### config.mk
export PLATFORM = sky130hd
export DESIGN_NAME = sink_driver
export DESIGN_NICKNAME = d
export VERILOG_FILES = /design/src/common/sink_driver_pkg.sv /design/src/verilog/sink_driver.sv /design/src/verilog/bit_fifo.sv /design/src/verilog/edge_catch.sv
export SDC_FILE = /design/constraint.sdc
export NUM_CORES = 1
export LEC_CHECK = 0
export ABC_CLOCK_PERIOD_IN_PS = 3900
export BUFFER_PORTS_ARGS = -buffer_cell sky130_fd_sc_hd__buf_2
export CAP_MARGIN = 10
export CORE_MARGIN = 1
export CORE_UTILIZATION = 60
export DETAILED_ROUTE_END_ITERATION = 10
export PLACE_DENSITY = 0.81
export SYNTH_ARGS = -nofsm -noshare
export SYNTH_HDL_FRONTEND = slang
export SYNTH_SLANG_ARGS = --single-unit
### constraint.sdc
create_clock -name core_clk -period 3.9 [get_ports core_clk]
set_clock_uncertainty 0.1 [all_clocks]
set_input_delay 0 -clock core_clk [delete_from_list [all_inputs] [get_ports core_clk]]
set_output_delay 0 -clock core_clk [all_outputs]
set_load 0.05 [all_outputs]
### src/common/sink_driver_pkg.sv
// Purpose: shared constants and carriers for the serial-in latched sink driver
// Assumes: serial clock, gate and latch pins are sampled on core_clk
package sink_driver_pkg;

  // ----------------------------------------------------------------
  // sizes and reset values
  // ----------------------------------------------------------------
  localparam int          CHANNELS    = 16;
  localparam int          LAST_STAGE  = 15;
  localparam int          FIFO_DEPTH  = 8;
  localparam logic [15:0] CLEAR_WORD  = 16'h0000;

  // ----------------------------------------------------------------
  // carriers
  // ----------------------------------------------------------------
  typedef struct packed {
    logic serial_clk;
    logic serial_in;
    logic latch_transparent;
    logic output_gate_n;
  } host_pins_t;

  typedef struct packed {
    logic supply_low_lockout;
    logic overheat_shutdown;
  } protect_t;

endpackage

### src/verilog/sink_driver.sv
`timescale 1ns/1ps
// Purpose: shift register, output latches and gating of a 16-channel sink driver
// Assumes: host pins and protection levels are synchronous to core_clk
// Notes:   sink_on bit high means that channel sinks current
module sink_driver (
  input  wire logic                        core_clk,
  input  wire logic                        reset,
  input  wire sink_driver_pkg::host_pins_t pins,
  input  wire sink_driver_pkg::protect_t   protect,
  output logic                             serial_out,
  output logic [15:0]                      sink_on,
  output logic                             bit_overflow
);
  import sink_driver_pkg::*;

  // ----------------------------------------------------------------
  // serial clock edges and lockout release
  // ----------------------------------------------------------------
  logic clk_rise;
  logic lockout_fall;

  edge_catch u_clk_edge (
    .core_clk (core_clk),
    .reset    (reset),
    .level    (pins.serial_clk),
    .rise     (clk_rise),
    .fall     ()
  );

  edge_catch u_lockout_edge (
    .core_clk (core_clk),
    .reset    (reset),
    .level    (protect.supply_low_lockout),
    .rise     (),
    .fall     (lockout_fall)
  );

  // ----------------------------------------------------------------
  // sampled bits queue up before the shift register
  // ----------------------------------------------------------------
  // one bit is drained per cycle, so the fifo only fills if edges come
  // faster than core_clk, which the sampling makes impossible; overflow
  // is still flagged rather than silently losing a bit
  logic fifo_ready;
  logic fifo_valid;
  logic fifo_bit;
  logic shift_en;

  bit_fifo #(
    .WIDTH (1),
    .DEPTH (FIFO_DEPTH)
  ) u_fifo (
    .core_clk  (core_clk),
    .reset     (reset),
    .flush     (lockout_fall),
    .in_data   (pins.serial_in),
    .in_valid  (clk_rise),
    .in_ready  (fifo_ready),
    .out_data  (fifo_bit),
    .out_valid (fifo_valid),
    .out_ready (1'b1)
  );

  assign shift_en = fifo_valid;

  always_ff @(posedge core_clk)
  begin
    if (reset)
    begin
      bit_overflow <= 1'b0;
    end
    else if (clk_rise && !fifo_ready)
    begin
      bit_overflow <= 1'b1;
    end
  end

  // ----------------------------------------------------------------
  // shift register
  // ----------------------------------------------------------------
  logic [15:0] shift_r;
  logic [15:0] latch_r;

  // keeps running under overheat; only reset and lockout release clear it
  always_ff @(posedge core_clk)
  begin
    if (reset || lockout_fall)
    begin
      shift_r <= CLEAR_WORD;
    end
    else if (shift_en)
    begin
      shift_r <= {shift_r[LAST_STAGE-1:0], fifo_bit};
    end
  end

  // stage 15 copy as its own flop keeps the output registered
  always_ff @(posedge core_clk)
  begin
    if (reset || lockout_fall)
    begin
      serial_out <= 1'b0;
    end
    else if (shift_en)
    begin
      serial_out <= shift_r[LAST_STAGE-1];
    end
  end

  // ----------------------------------------------------------------
  // output latches
  // ----------------------------------------------------------------
  // gate is not an input here, so it can never alter latch data
  always_ff @(posedge core_clk)
  begin
    if (reset || lockout_fall)
    begin
      latch_r <= CLEAR_WORD;
    end
    else if (pins.latch_transparent)
    begin
      latch_r <= shift_r;
    end
  end

  // ----------------------------------------------------------------
  // output gating
  // ----------------------------------------------------------------
  logic outputs_off;

  assign outputs_off = pins.output_gate_n
                    || protect.supply_low_lockout
                    || protect.overheat_shutdown;

  // one cycle behind the latch; the host must respect when bypassing
  always_ff @(posedge core_clk)
  begin
    if (reset)
    begin
      sink_on <= CLEAR_WORD;
    end
    else if (outputs_off)
    begin
      sink_on <= CLEAR_WORD;
    end
    else
    begin
      sink_on <= latch_r;
    end
  end
endmodule

### src/verilog/bit_fifo.sv
`timescale 1ns/1ps
// Purpose: small valid/ready fifo on the serial bit path
// Assumes: single clock, synchronous active high reset plus flush
// Notes:   full and empty are exact; flush drops every held word
module bit_fifo #(
  parameter int WIDTH = 1,
  parameter int DEPTH = 8
) (
  input  wire logic             core_clk,
  input  wire logic             reset,
  input  wire logic             flush,
  input  wire logic [WIDTH-1:0] in_data,
  input  wire logic             in_valid,
  output logic                  in_ready,
  output logic      [WIDTH-1:0] out_data,
  output logic                  out_valid,
  input  wire logic             out_ready
);
  localparam int AW = $clog2(DEPTH);

  logic [WIDTH-1:0] mem [DEPTH];
  logic [AW-1:0]    wr_ptr_r;
  logic [AW-1:0]    rd_ptr_r;
  logic [AW:0]      count_r;
  logic             push;
  logic             pop;

  // pointer step shared by both ends of the ring
  function automatic logic [AW-1:0] next_ptr(input logic [AW-1:0] ptr);
    return (ptr == AW'(DEPTH-1)) ? '0 : ptr + 1'b1;
  endfunction

  assign in_ready  = (count_r != (AW+1)'(DEPTH));
  assign out_valid = (count_r != '0);
  assign out_data  = mem[rd_ptr_r];
  assign push      = in_valid && in_ready;
  assign pop       = out_valid && out_ready;

  always_ff @(posedge core_clk)
  begin
    if (push)
    begin
      mem[wr_ptr_r] <= in_data;
    end
  end

  always_ff @(posedge core_clk)
  begin
    if (reset || flush)
    begin
      wr_ptr_r <= '0;
      rd_ptr_r <= '0;
      count_r  <= '0;
    end
    else
    begin
      if (push)
      begin
        wr_ptr_r <= next_ptr(wr_ptr_r);
      end
      if (pop)
      begin
        rd_ptr_r <= next_ptr(rd_ptr_r);
      end
      count_r <= count_r + (AW+1)'(push) - (AW+1)'(pop);
    end
  end
endmodule

### src/verilog/edge_catch.sv
`timescale 1ns/1ps
// Purpose: rising and falling edge pulses of a level sampled on core_clk
// Assumes: input already synchronous to core_clk
// Notes:   reset loads the live level, so release never shows a false edge
module edge_catch (
  input  wire logic core_clk,
  input  wire logic reset,
  input  wire logic level,
  output logic      rise,
  output logic      fall
);
  logic prev_r;

  always_ff @(posedge core_clk)
  begin
    if (reset)
    begin
      // a fixed value here gave a false lockout fall, flushing the first bit
      prev_r <= level;
    end
    else
    begin
      prev_r <= level;
    end
  end

  assign rise = level && !prev_r;
  assign fall = !level && prev_r;
endmodule

== Word-level counts from Yosys, hierarchy flattened ==
Memory sizes are Yosys's and may differ from the RTL's. A register that Yosys moved wholly into a read port is not among the register bits.
Index checks and enable logic that the tools add are counted.

* Bits in registers: 62
* RAM bits: 8
* Bits of input ports: 8
* Output and inout port bits: 18
* Logic and storage cells: 34
* Memories kept: 1

{| class="wikitable"
|+ Memories
! name !! words !! width !! read ports !! clocked after Yosys merged registers in !! wr ports !! line !! text
|-
| u_fifo.mem || 8 || 1 || 1 || 1 || 1 || bit_fifo.sv:21 || <nowiki>logic [WIDTH-1:0] mem [DEPTH];</nowiki>
|}

* Add/subtract/negate cells: 4
* Eq/ne operators: 3
* Muxes and demuxes: 4
* Reductions and logical operators: 12

{| class="wikitable"
|+ Operators with widths
! kind !! number
|-
| 3-bit by 1-bit adder with 3-bit output (second input constant) || 2
|-
| 3-bit == test (second input constant) || 2
|-
| 3-bit 2-to-1 mux || 2
|-
| 4-bit by 1-bit adder with 4-bit output || 1
|-
| 1-bit logical AND || 4
|-
| 4-bit inequality test (second input constant) || 1
|-
| 4-bit nonzero test || 1
|-
| 4-bit by 1-bit subtractor with 4-bit output || 1
|-
| 1-bit zero test || 3
|-
| 1-bit logical OR || 3
|-
| 1-bit 2-to-1 mux || 2
|-
| 2-bit OR reduction || 1
|}

== Longest topological paths before layout ==
Gate-level depths: netlist (run 1).

* Depth in word-level cells: 5
* Gate-level depth with buffers: 12

== Hierarchy ==
A second synthesis (run 1) with hierarchy kept.

* Cell total of the unflattened synthesis: 238
* Area total of the unflattened synthesis: 2686.3 um^2

{| class="wikitable"
|+ By module, submodules not included
! module !! instances !! cells each !! area an instance (um^2)
|-
| sink_driver || 1 || 144 || 1622.8
|-
| bit_fifo || 1 || 88 || 993.5
|-
| edge_catch || 2 || 3 || 35.0
|}

== Worst setup path before layout (run 1) ==
No wires, ideal clock.

* Path type: register to register
* Start point: register u_fifo.count_r[2]
* End point: register u_fifo.count_r[2]
* Library setup time: 0.128 ns
* Data arrival time: 2.040 ns
* Required time: 3.672 ns
* Setup slack: 1.632 ns
* Stages on the path, launching flop included: 13
* Clock period less this slack: 2.268 ns
* Cells stage by stage: dfxtp_1 -> inv_1 -> ha_1 -> and2_1 -> inv_1 -> clkbuf_1 -> ha_1 -> inv_1 -> ha_1 -> inv_1 -> fa_1 -> xor2_1 -> nor2_1

* Longest elaborated chain between the ends: 4
* Elaborated cells between the ends (all ways): 5
* Classes of those cells: 2 x add/sub; 1 x eq/ne; 2 x reduce/logical

{| class="wikitable"
|+ RTL lines
! element !! line !! text
|-
| start: declaration || bit_fifo.sv:24 || <nowiki>logic [AW:0] count_r;</nowiki>
|-
| start signal: assignment || bit_fifo.sv:65 || <nowiki>count_r <= count_r + (AW+1)'(push) - (AW+1)'(pop);</nowiki>
|-
| 4-bit inequality test || bit_fifo.sv:33 || <nowiki>assign in_ready = (count_r != (AW+1)'(DEPTH));</nowiki>
|-
| 1-bit logical AND || bit_fifo.sv:36 || <nowiki>assign push = in_valid && in_ready;</nowiki>
|-
| 4-bit by 1-bit adder with 4-bit output || bit_fifo.sv:65 ||
|-
| 4-bit by 1-bit subtractor with 4-bit output * || bit_fifo.sv:65 ||
|}

Mark *: on every way between the ends. The rest lies on a longest branch, timed or not.
A chain may end at the register's enable or synchronous reset.

== Worst setup path in the final report (run 1) ==
Same ends and word-level chain as after synthesis.

==> out/results.tsv, run 1 <==
metric	value	unit
number of buffers added on ports	25	
Post-DP Area	2700	µm²
total standard cell area after synthesis	2550	µm²
shortest period the worst path allows	2.78	ns
Internal Pwr Total	1.23	mW
cell at the root of the clock tree	sky130_fd_sc_hd__clkbuf_8	
post-synthesis share of cell area spent on and, or, nand and nor gates	0.181	
mean number of vias per cell	5.10	
number of sinks driven by the clock tree	69	
Final #Nets	301	
compound-cell area share of the yosys netlist	0.0618	
final weighted congestion in routability-driven placement	0.816	
main combinational cell family by area after synthesis	simple AND/OR/NAND/NOR gates	
Antenna diodes	0	
CTS max path bufs	2	
maximum frequency from static timing analysis	0.360	GHz
Max-Slew Margin vs Limit	0.251	
Max-cap violations	0	
main flop type after synthesis	sky130_fd_sc_hd__dfxtp_1	
final core occ	0.737	
via count of the first global-routing pass	1562	
synthesized area per cell	10.2	µm²
initial antenna violation count	0	
part of the total power dissipated in the clock network	0.346	
Critical Path Sink Type	flip-flop	
number of buffers added for setup after CTS	0	
clock slew at reported path FFs	0.07	ns
count of unique library cells instantiated by Yosys	30	
proportion of synthesized area in mux cells	0.0800	
share of post-route cells with drive strength above 1	0.216	
IO Count	26	
Worst EP required	4.00	ns
All-Layer GR Usage	0.210	
cell family contributing the most delay on the critical path	adder cells	
most used cell along the critical path	sky130_fd_sc_hd__inv_1	
Max Slew Vio Count	0	
post-route cell area	2970	µm²
Worst Tran Pin Value	1.11	ns
grt peak-use layer	met2	
Num CTS Buffers	9	
outcome	complete, no violations	
effective utilization at floorplan	0.633	
share of synthesized registers carrying an async set or reset	0	
Logic pwr share	0.196	
Die X-Extent	67.2	µm
area overhead of the layout relative to synthesis	16.4	%
post-synthesis share of cell area spent on xor and xnor gates	0.00687	
tightest hold margin	0.0226	ns
die span in y	67.2	µm
level count of the clock H-tree	3	
met3 global-route usage	0.0608	
half-perimeter wire length of the detailed placement result	2.67	mm
DRC errors left	0	
antenna viol nets, final	0	
Leakage Power	1.26	nW
Cell Chain, Critical Path	inv_1 -> ha_1 -> and2_1 -> buf_4 -> inv_1 -> ha_1 -> inv_1 -> ha_1 -> inv_1 -> fa_1 -> xor2_1 -> nor2_1	
number of hold violations in the final report	0	
Seq/Total Area, Yosys	0.573	
number of gates given a new drive strength after cts	0	
adder and majority gate portion of the synthesized area	0.0569	
critical setup path kind	reg -> reg	
detailed router's first-iteration violation count	61	
total vias in the final route	1719	
flip-flop and latch count after synthesis	69	
min-delay worst type	in -> reg	
Slowest Stage Delay on Critical Path	0.44	ns
setup TNS	0	ns
slowest library cell on the worst path	sky130_fd_sc_hd__inv_1	
total of fill cells in the finished design	285	
combined flip-flop and latch cell area	1460	µm²
largest net degree at the start of global routing	24	
final setup vio count	0	
RSZ-0062 raised after global routing	no	
proportion of power drawn by flip-flops and latches	0.458	
synth warn	0	
GR Overflow Total	0	
ratio of total power to cell area	577	nW/µm²
Post-Route WL	4.11	mm
post-route fraction of the period consumed by the critical path	0.712	
average detailed-routed wire length per instance	12.2	µm
placeable core region	4030	µm²
met2 usage in global routing	0.340	
row count	23	
critical path fanouts, max	20	
cell count after synthesis	251	
switch share	0.283	
worst setup timing slack at the placement stage	1.12	ns
clock insertion delay at the later pin of the skew report	0.33	ns
die outline area	4510	µm²
worst-case vdd ir drop	0.000419	V
Synthesized Nets	270	
setup slack of the critical path after layout	1.12	ns
first-pass iteration count of the detailed router	4	
sort of element at the start of the critical path	flip-flop	
area used by multi-input combinational logic	992	µm²
wire length of the first global-routing pass	6.80	mm
CTS tree	yes	
Psw	0.484	mW
arrival time of data at the critical path endpoint	2.88	ns
met1 global-route usage	0.239	
Post-synth EDFFs	8	
total buffers and inverters traversed by the critical path	5	
power groups by stage:
stage / Clock, mW / Combinational (mW) / Sequential [mW]
global placement: 0 / 0.303 / 0.797
floorplan: 0 / 0.268 / 0.794
finish: 0.592 / 0.336 / 0.784
CTS: 0.603 / 0.342 / 0.784
detailed placement: 0 / 0.333 / 0.799
global route: 0.633 / 0.387 / 0.789
sequential cells by signal (all words and copies together), names as in the netlist:
name,cells
latch_r,16
shift_r,16
sink_on,16
u_fifo.mem,8
u_fifo.count_r,4
u_fifo.rd_ptr_r,3
u_fifo.wr_ptr_r,3
bit_overflow,1
u_clk_edge.prev_r,1
u_lockout_edge.prev_r,1
cell usage after synthesis (all sizes together), types with 4 or more instances:
cell type / count / area, µm²
edfxtp: 8 / 240
nor2: 26 / 97.6
nor3: 4 / 20.0
buf: 5 / 31.3
dfxtp: 61 / 1220
a21oi: 22 / 110
ha: 10 / 125
and2: 17 / 125
clkbuf: 8 / 30.0
nand2: 41 / 154
mux2i: 17 / 170
inv: 11 / 41.3
worst register-to-register path: cells and delay by family (launching register included):
family        cells  cell delay (ns)
buf+inv           5             0.81
flops             1             0.31
xor+xnor          1             0.16
fa+ha+maj         4             1.08
simple gates      2             0.18
per-stage QoR:
stage	std cells	power, mW
6_report	337	1.71
5_1_grt	337	1.81
4_1_cts	337	1.73
3_5_place_dp	315	1.13
3_3_place_gp	315	1.10
2_1_floorplan	251	1.06
final timing paths:
kind	cells past startpoint	startpoint	slack [ns]	to
worst min register to register	1	latch_r[14]	0.36	sink_on[14]
worst max register to register	12	u_fifo.count_r[2]	1.12	u_fifo.count_r[2]
worst max-delay path	12	u_fifo.count_r[2]	1.12	u_fifo.count_r[2]
worst min-delay path	3	pins[0]	0.02	sink_on[13]
cell families after synthesis:
logic type	count (synthesis)
AO/OA/AOI/OAI	28
XOR/XNOR	2
adder cells (fa/ha/maj)	11
buffers and inverters	24
flip-flops	69
multiplexers	19
AND/OR/NAND/NOR	98
cell usage in the layout (no fill, tap or decap), types with 3 or more instances in the layout:
cell type / count
sky130_fd_sc_hd__clkinv_2: 3
sky130_fd_sc_hd__a21oi_1: 22
sky130_fd_sc_hd__ha_1: 10
sky130_fd_sc_hd__edfxtp_1: 8
sky130_fd_sc_hd__buf_2: 25
sky130_fd_sc_hd__nor3_1: 4
sky130_fd_sc_hd__dlygate4sd3_1: 6
sky130_fd_sc_hd__nand2_1: 41
sky130_fd_sc_hd__clkbuf_8: 12
sky130_fd_sc_hd__nor2_1: 26
sky130_fd_sc_hd__and2_2: 15
sky130_fd_sc_hd__dfxtp_1: 61
sky130_fd_sc_hd__inv_1: 11
sky130_fd_sc_hd__mux2i_1: 17
per-layer routing:
| metal | vias up | routed length (µm) |
|---|---|---|
| met4 | 0 | 102 |
| met5 | - | 0 |
| met3 | 15 | 166 |
| li1 | 885 | - |
| met2 | 37 | 2020 |
| met1 | 782 | 1820 |
timing repair:
item	in CTS	in global routing
endpoints found under the setup margin	0	0
endpoints found under the hold margin	12	0
hold buffers	6	0
cell type report:
type,count,share of cell area
Timing Repair Buffer,33,0.0675
Clock buffer,12,0.0556
Inverter,11,0.0139
Tap cell,50,0.0211
Sequential cell,69,0.492
Clock inverter,4,0.0152
Multi-Input combinational cell,158,0.334
No activity file was read; power rests on OpenSTA's default activity.
==> run 2: changes to the inputs <==
Settings changed: ABC_CLOCK_PERIOD_IN_PS 3900 to 2710, CORE_UTILIZATION 60 to 57, PLACE_DENSITY 0.81 to 0.77.
Clock period 3.9 ns to 2.71 ns, I/O delays scaled along.
==> run 2 against run 1 <==
Effect of this change: sequential share of layout area increased by 0.52 points; via count decreased by 0.70%; final cell count unchanged; register-to-register slack got worse by 0.54 ns; power increased by 39%; non-clock buffer count unchanged; sequential power increased by 44%; clock power increased by 29%; first-iteration DRC count increased by 56%; critical path type unchanged; maximum frequency increased by 31%; core utilization decreased by 2.8 points; flip-flop and latch count unchanged.
==> out/results.tsv, run 2 (synthesized netlist as in run 1, its figures left out) <==
metric	value	unit
CTS max path bufs	2	
Cell Chain, Critical Path	nor2_1 -> and2_1 -> inv_1 -> ha_1 -> inv_1 -> ha_1 -> inv_1 -> fa_1 -> xor2_1 -> nor2_1	
final weighted congestion in routability-driven placement	0.793	
die span in y	68.9	µm
maximum frequency from static timing analysis	0.470	GHz
most common cell after layout, fill and taps aside	sky130_fd_sc_hd__dfxtp_1	
CTS tree	yes	
half-perimeter wire length of the detailed placement result	2.61	mm
final setup vio count	0	
shortest period the worst path allows	2.13	ns
Max Slew Vio Count	0	
via count of the first global-routing pass	1563	
average detailed-routed wire length per instance	12.1	µm
initial antenna violation count	0	
placeable core region	4140	µm²
detailed router's first-iteration violation count	95	
cell family contributing the most delay on the critical path	adder cells	
antenna viol nets, final	0	
Die X-Extent	68.9	µm
row count	23	
worst-case vdd ir drop	0.000598	V
Max-cap violations	0	
level count of the clock H-tree	3	
sort of element at the start of the critical path	flip-flop	
critical setup path kind	reg -> reg	
area overhead of the layout relative to synthesis	15.2	%
setup TNS	0	ns
wire length of the first global-routing pass	6.71	mm
number of buffers added on ports	25	
Num CTS Buffers	9	
clock insertion delay at the later pin of the skew report	0.33	ns
share of post-route cells with drive strength above 1	0.209	
arrival time of data at the critical path endpoint	2.24	ns
ratio of total power to cell area	812	nW/µm²
first-pass iteration count of the detailed router	4	
slowest library cell on the worst path	sky130_fd_sc_hd__fa_1	
Critical Path Sink Type	flip-flop	
All-Layer GR Usage	0.205	
largest registers	latch_r x16, shift_r x16, sink_on x16	
most used cell along the critical path	sky130_fd_sc_hd__inv_1	
post-route fraction of the period consumed by the critical path	0.785	
min-delay worst type	in -> reg	
total vias in the final route	1707	
total buffers and inverters traversed by the critical path	3	
die outline area	4750	µm²
DRC errors left	0	
GR Overflow Total	0	
outcome	complete, no violations	
Slowest Stage Delay on Critical Path	0.37	ns
Leakage Power	1.25	nW
RSZ-0062 raised after global routing	no	
tightest hold margin	0.0623	ns
number of hold violations in the final report	0	
number of buffers added for setup after CTS	0	
total of fill cells in the finished design	327	
Worst Tran Pin Value	0.481	ns
Final #Nets	301	
largest net degree at the start of global routing	43	
Post-Route WL	4.07	mm
number of sinks driven by the clock tree	69	
IO Count	26	
cell at the root of the clock tree	sky130_fd_sc_hd__clkbuf_8	
critical path fanouts, max	4	
Max-Slew Margin vs Limit	0.679	
mean number of vias per cell	5.07	
post-route total power	2.38	mW
clock slew at reported path FFs	0.06	ns
Worst EP required	2.82	ns
effective utilization at floorplan	0.615	
commonest non-fill, non-tap cells in the layout	sky130_fd_sc_hd__dfxtp_1 (61), sky130_fd_sc_hd__nand2_1 (41), sky130_fd_sc_hd__nor2_1 (26)	
Antenna diodes	0	
combined flip-flop and latch cell area	1460	µm²
area used by multi-input combinational logic	986	µm²
[run 2: changes by cell type in the layout (fill, tap and decap cells not counted)]
cell | previous run | this run
sky130_fd_sc_hd__buf_4 | 2 | 4
sky130_fd_sc_hd__bufinv_16 | 1 | 0
sky130_fd_sc_hd__dlygate4sd3_1 | 6 | 4
sky130_fd_sc_hd__nor4_2 | 1 | 0
sky130_fd_sc_hd__nor4_1 | 1 | 2
sky130_fd_sc_hd__clkinv_2 | 3 | 0
sky130_fd_sc_hd__clkbuf_1 | 0 | 3
sky130_fd_sc_hd__clkbuf_8 | 12 | 13
[run 2: metrics by stage]
step | setup WS (ns) | instances | utilization | cell area (µm²)
2_1_floorplan | 0.442 | 251 | - | 2550
3_3_place_gp | 0.694 | 317 | 0.653 | 2710
3_5_place_dp | 0.616 | 317 | 0.653 | 2710
4_1_cts | 0.578 | 337 | 0.709 | 2940
5_1_grt | 0.414 | 337 | 0.709 | 2940
6_report | 0.583 | 337 | 0.709 | 2940
[run 2: layout make-up]
| cell class | count | share of cell area |
|---|---|---|
| multi-input combinational | 158 | 0.336 |
| timing repair buffer | 33 | 0.0665 |
| tap | 50 | 0.0213 |
| inverter | 11 | 0.0141 |
| clock buffer | 16 | 0.0648 |
| sequential | 69 | 0.498 |
[run 2: report_power, final]
group | leakage, nW | internal, mW | switching [mW]
combinational | 0.584 | 0.198 | 0.295
sequential | 0.566 | 1.08 | 0.0426
clock | 0.0970 | 0.434 | 0.331
total | 1.25 | 1.72 | 0.669
[run 2: worst register-to-register path: stages (launching register included)]
cell and delay (ns):
sky130_fd_sc_hd__dfxtp_1 0.35, sky130_fd_sc_hd__nor2_1 0.21, sky130_fd_sc_hd__and2_1 0.18, sky130_fd_sc_hd__inv_1 0.06
sky130_fd_sc_hd__ha_1 0.26, sky130_fd_sc_hd__inv_1 0.06, sky130_fd_sc_hd__ha_1 0.15, sky130_fd_sc_hd__inv_1 0.05
sky130_fd_sc_hd__fa_1 0.37, sky130_fd_sc_hd__xor2_1 0.16, sky130_fd_sc_hd__nor2_1 0.05
[run 2: what timing repair did]
action,in CTS,in global routing
gates resized for setup,0,0
hold buffers,4,0
endpoints found under the hold margin,11,0
[run 2: worst paths after layout]
kind                          start                end  slack (ns)  cells past startpoint
setup / recovery  u_fifo.count_r[1]  u_fifo.count_r[2]        0.58                     10
hold reg to reg         latch_r[14]        sink_on[14]        0.36                      1
setup reg to reg  u_fifo.count_r[1]  u_fifo.count_r[2]        0.58                     10
hold / removal              pins[0]        sink_on[14]        0.06                      4
[run 2: layer usage]
layer  wire length, µm  track usage
met5                 0            0
met3               137       0.0641
met2              1980        0.335
met1              1850        0.225
met4               110        0.145
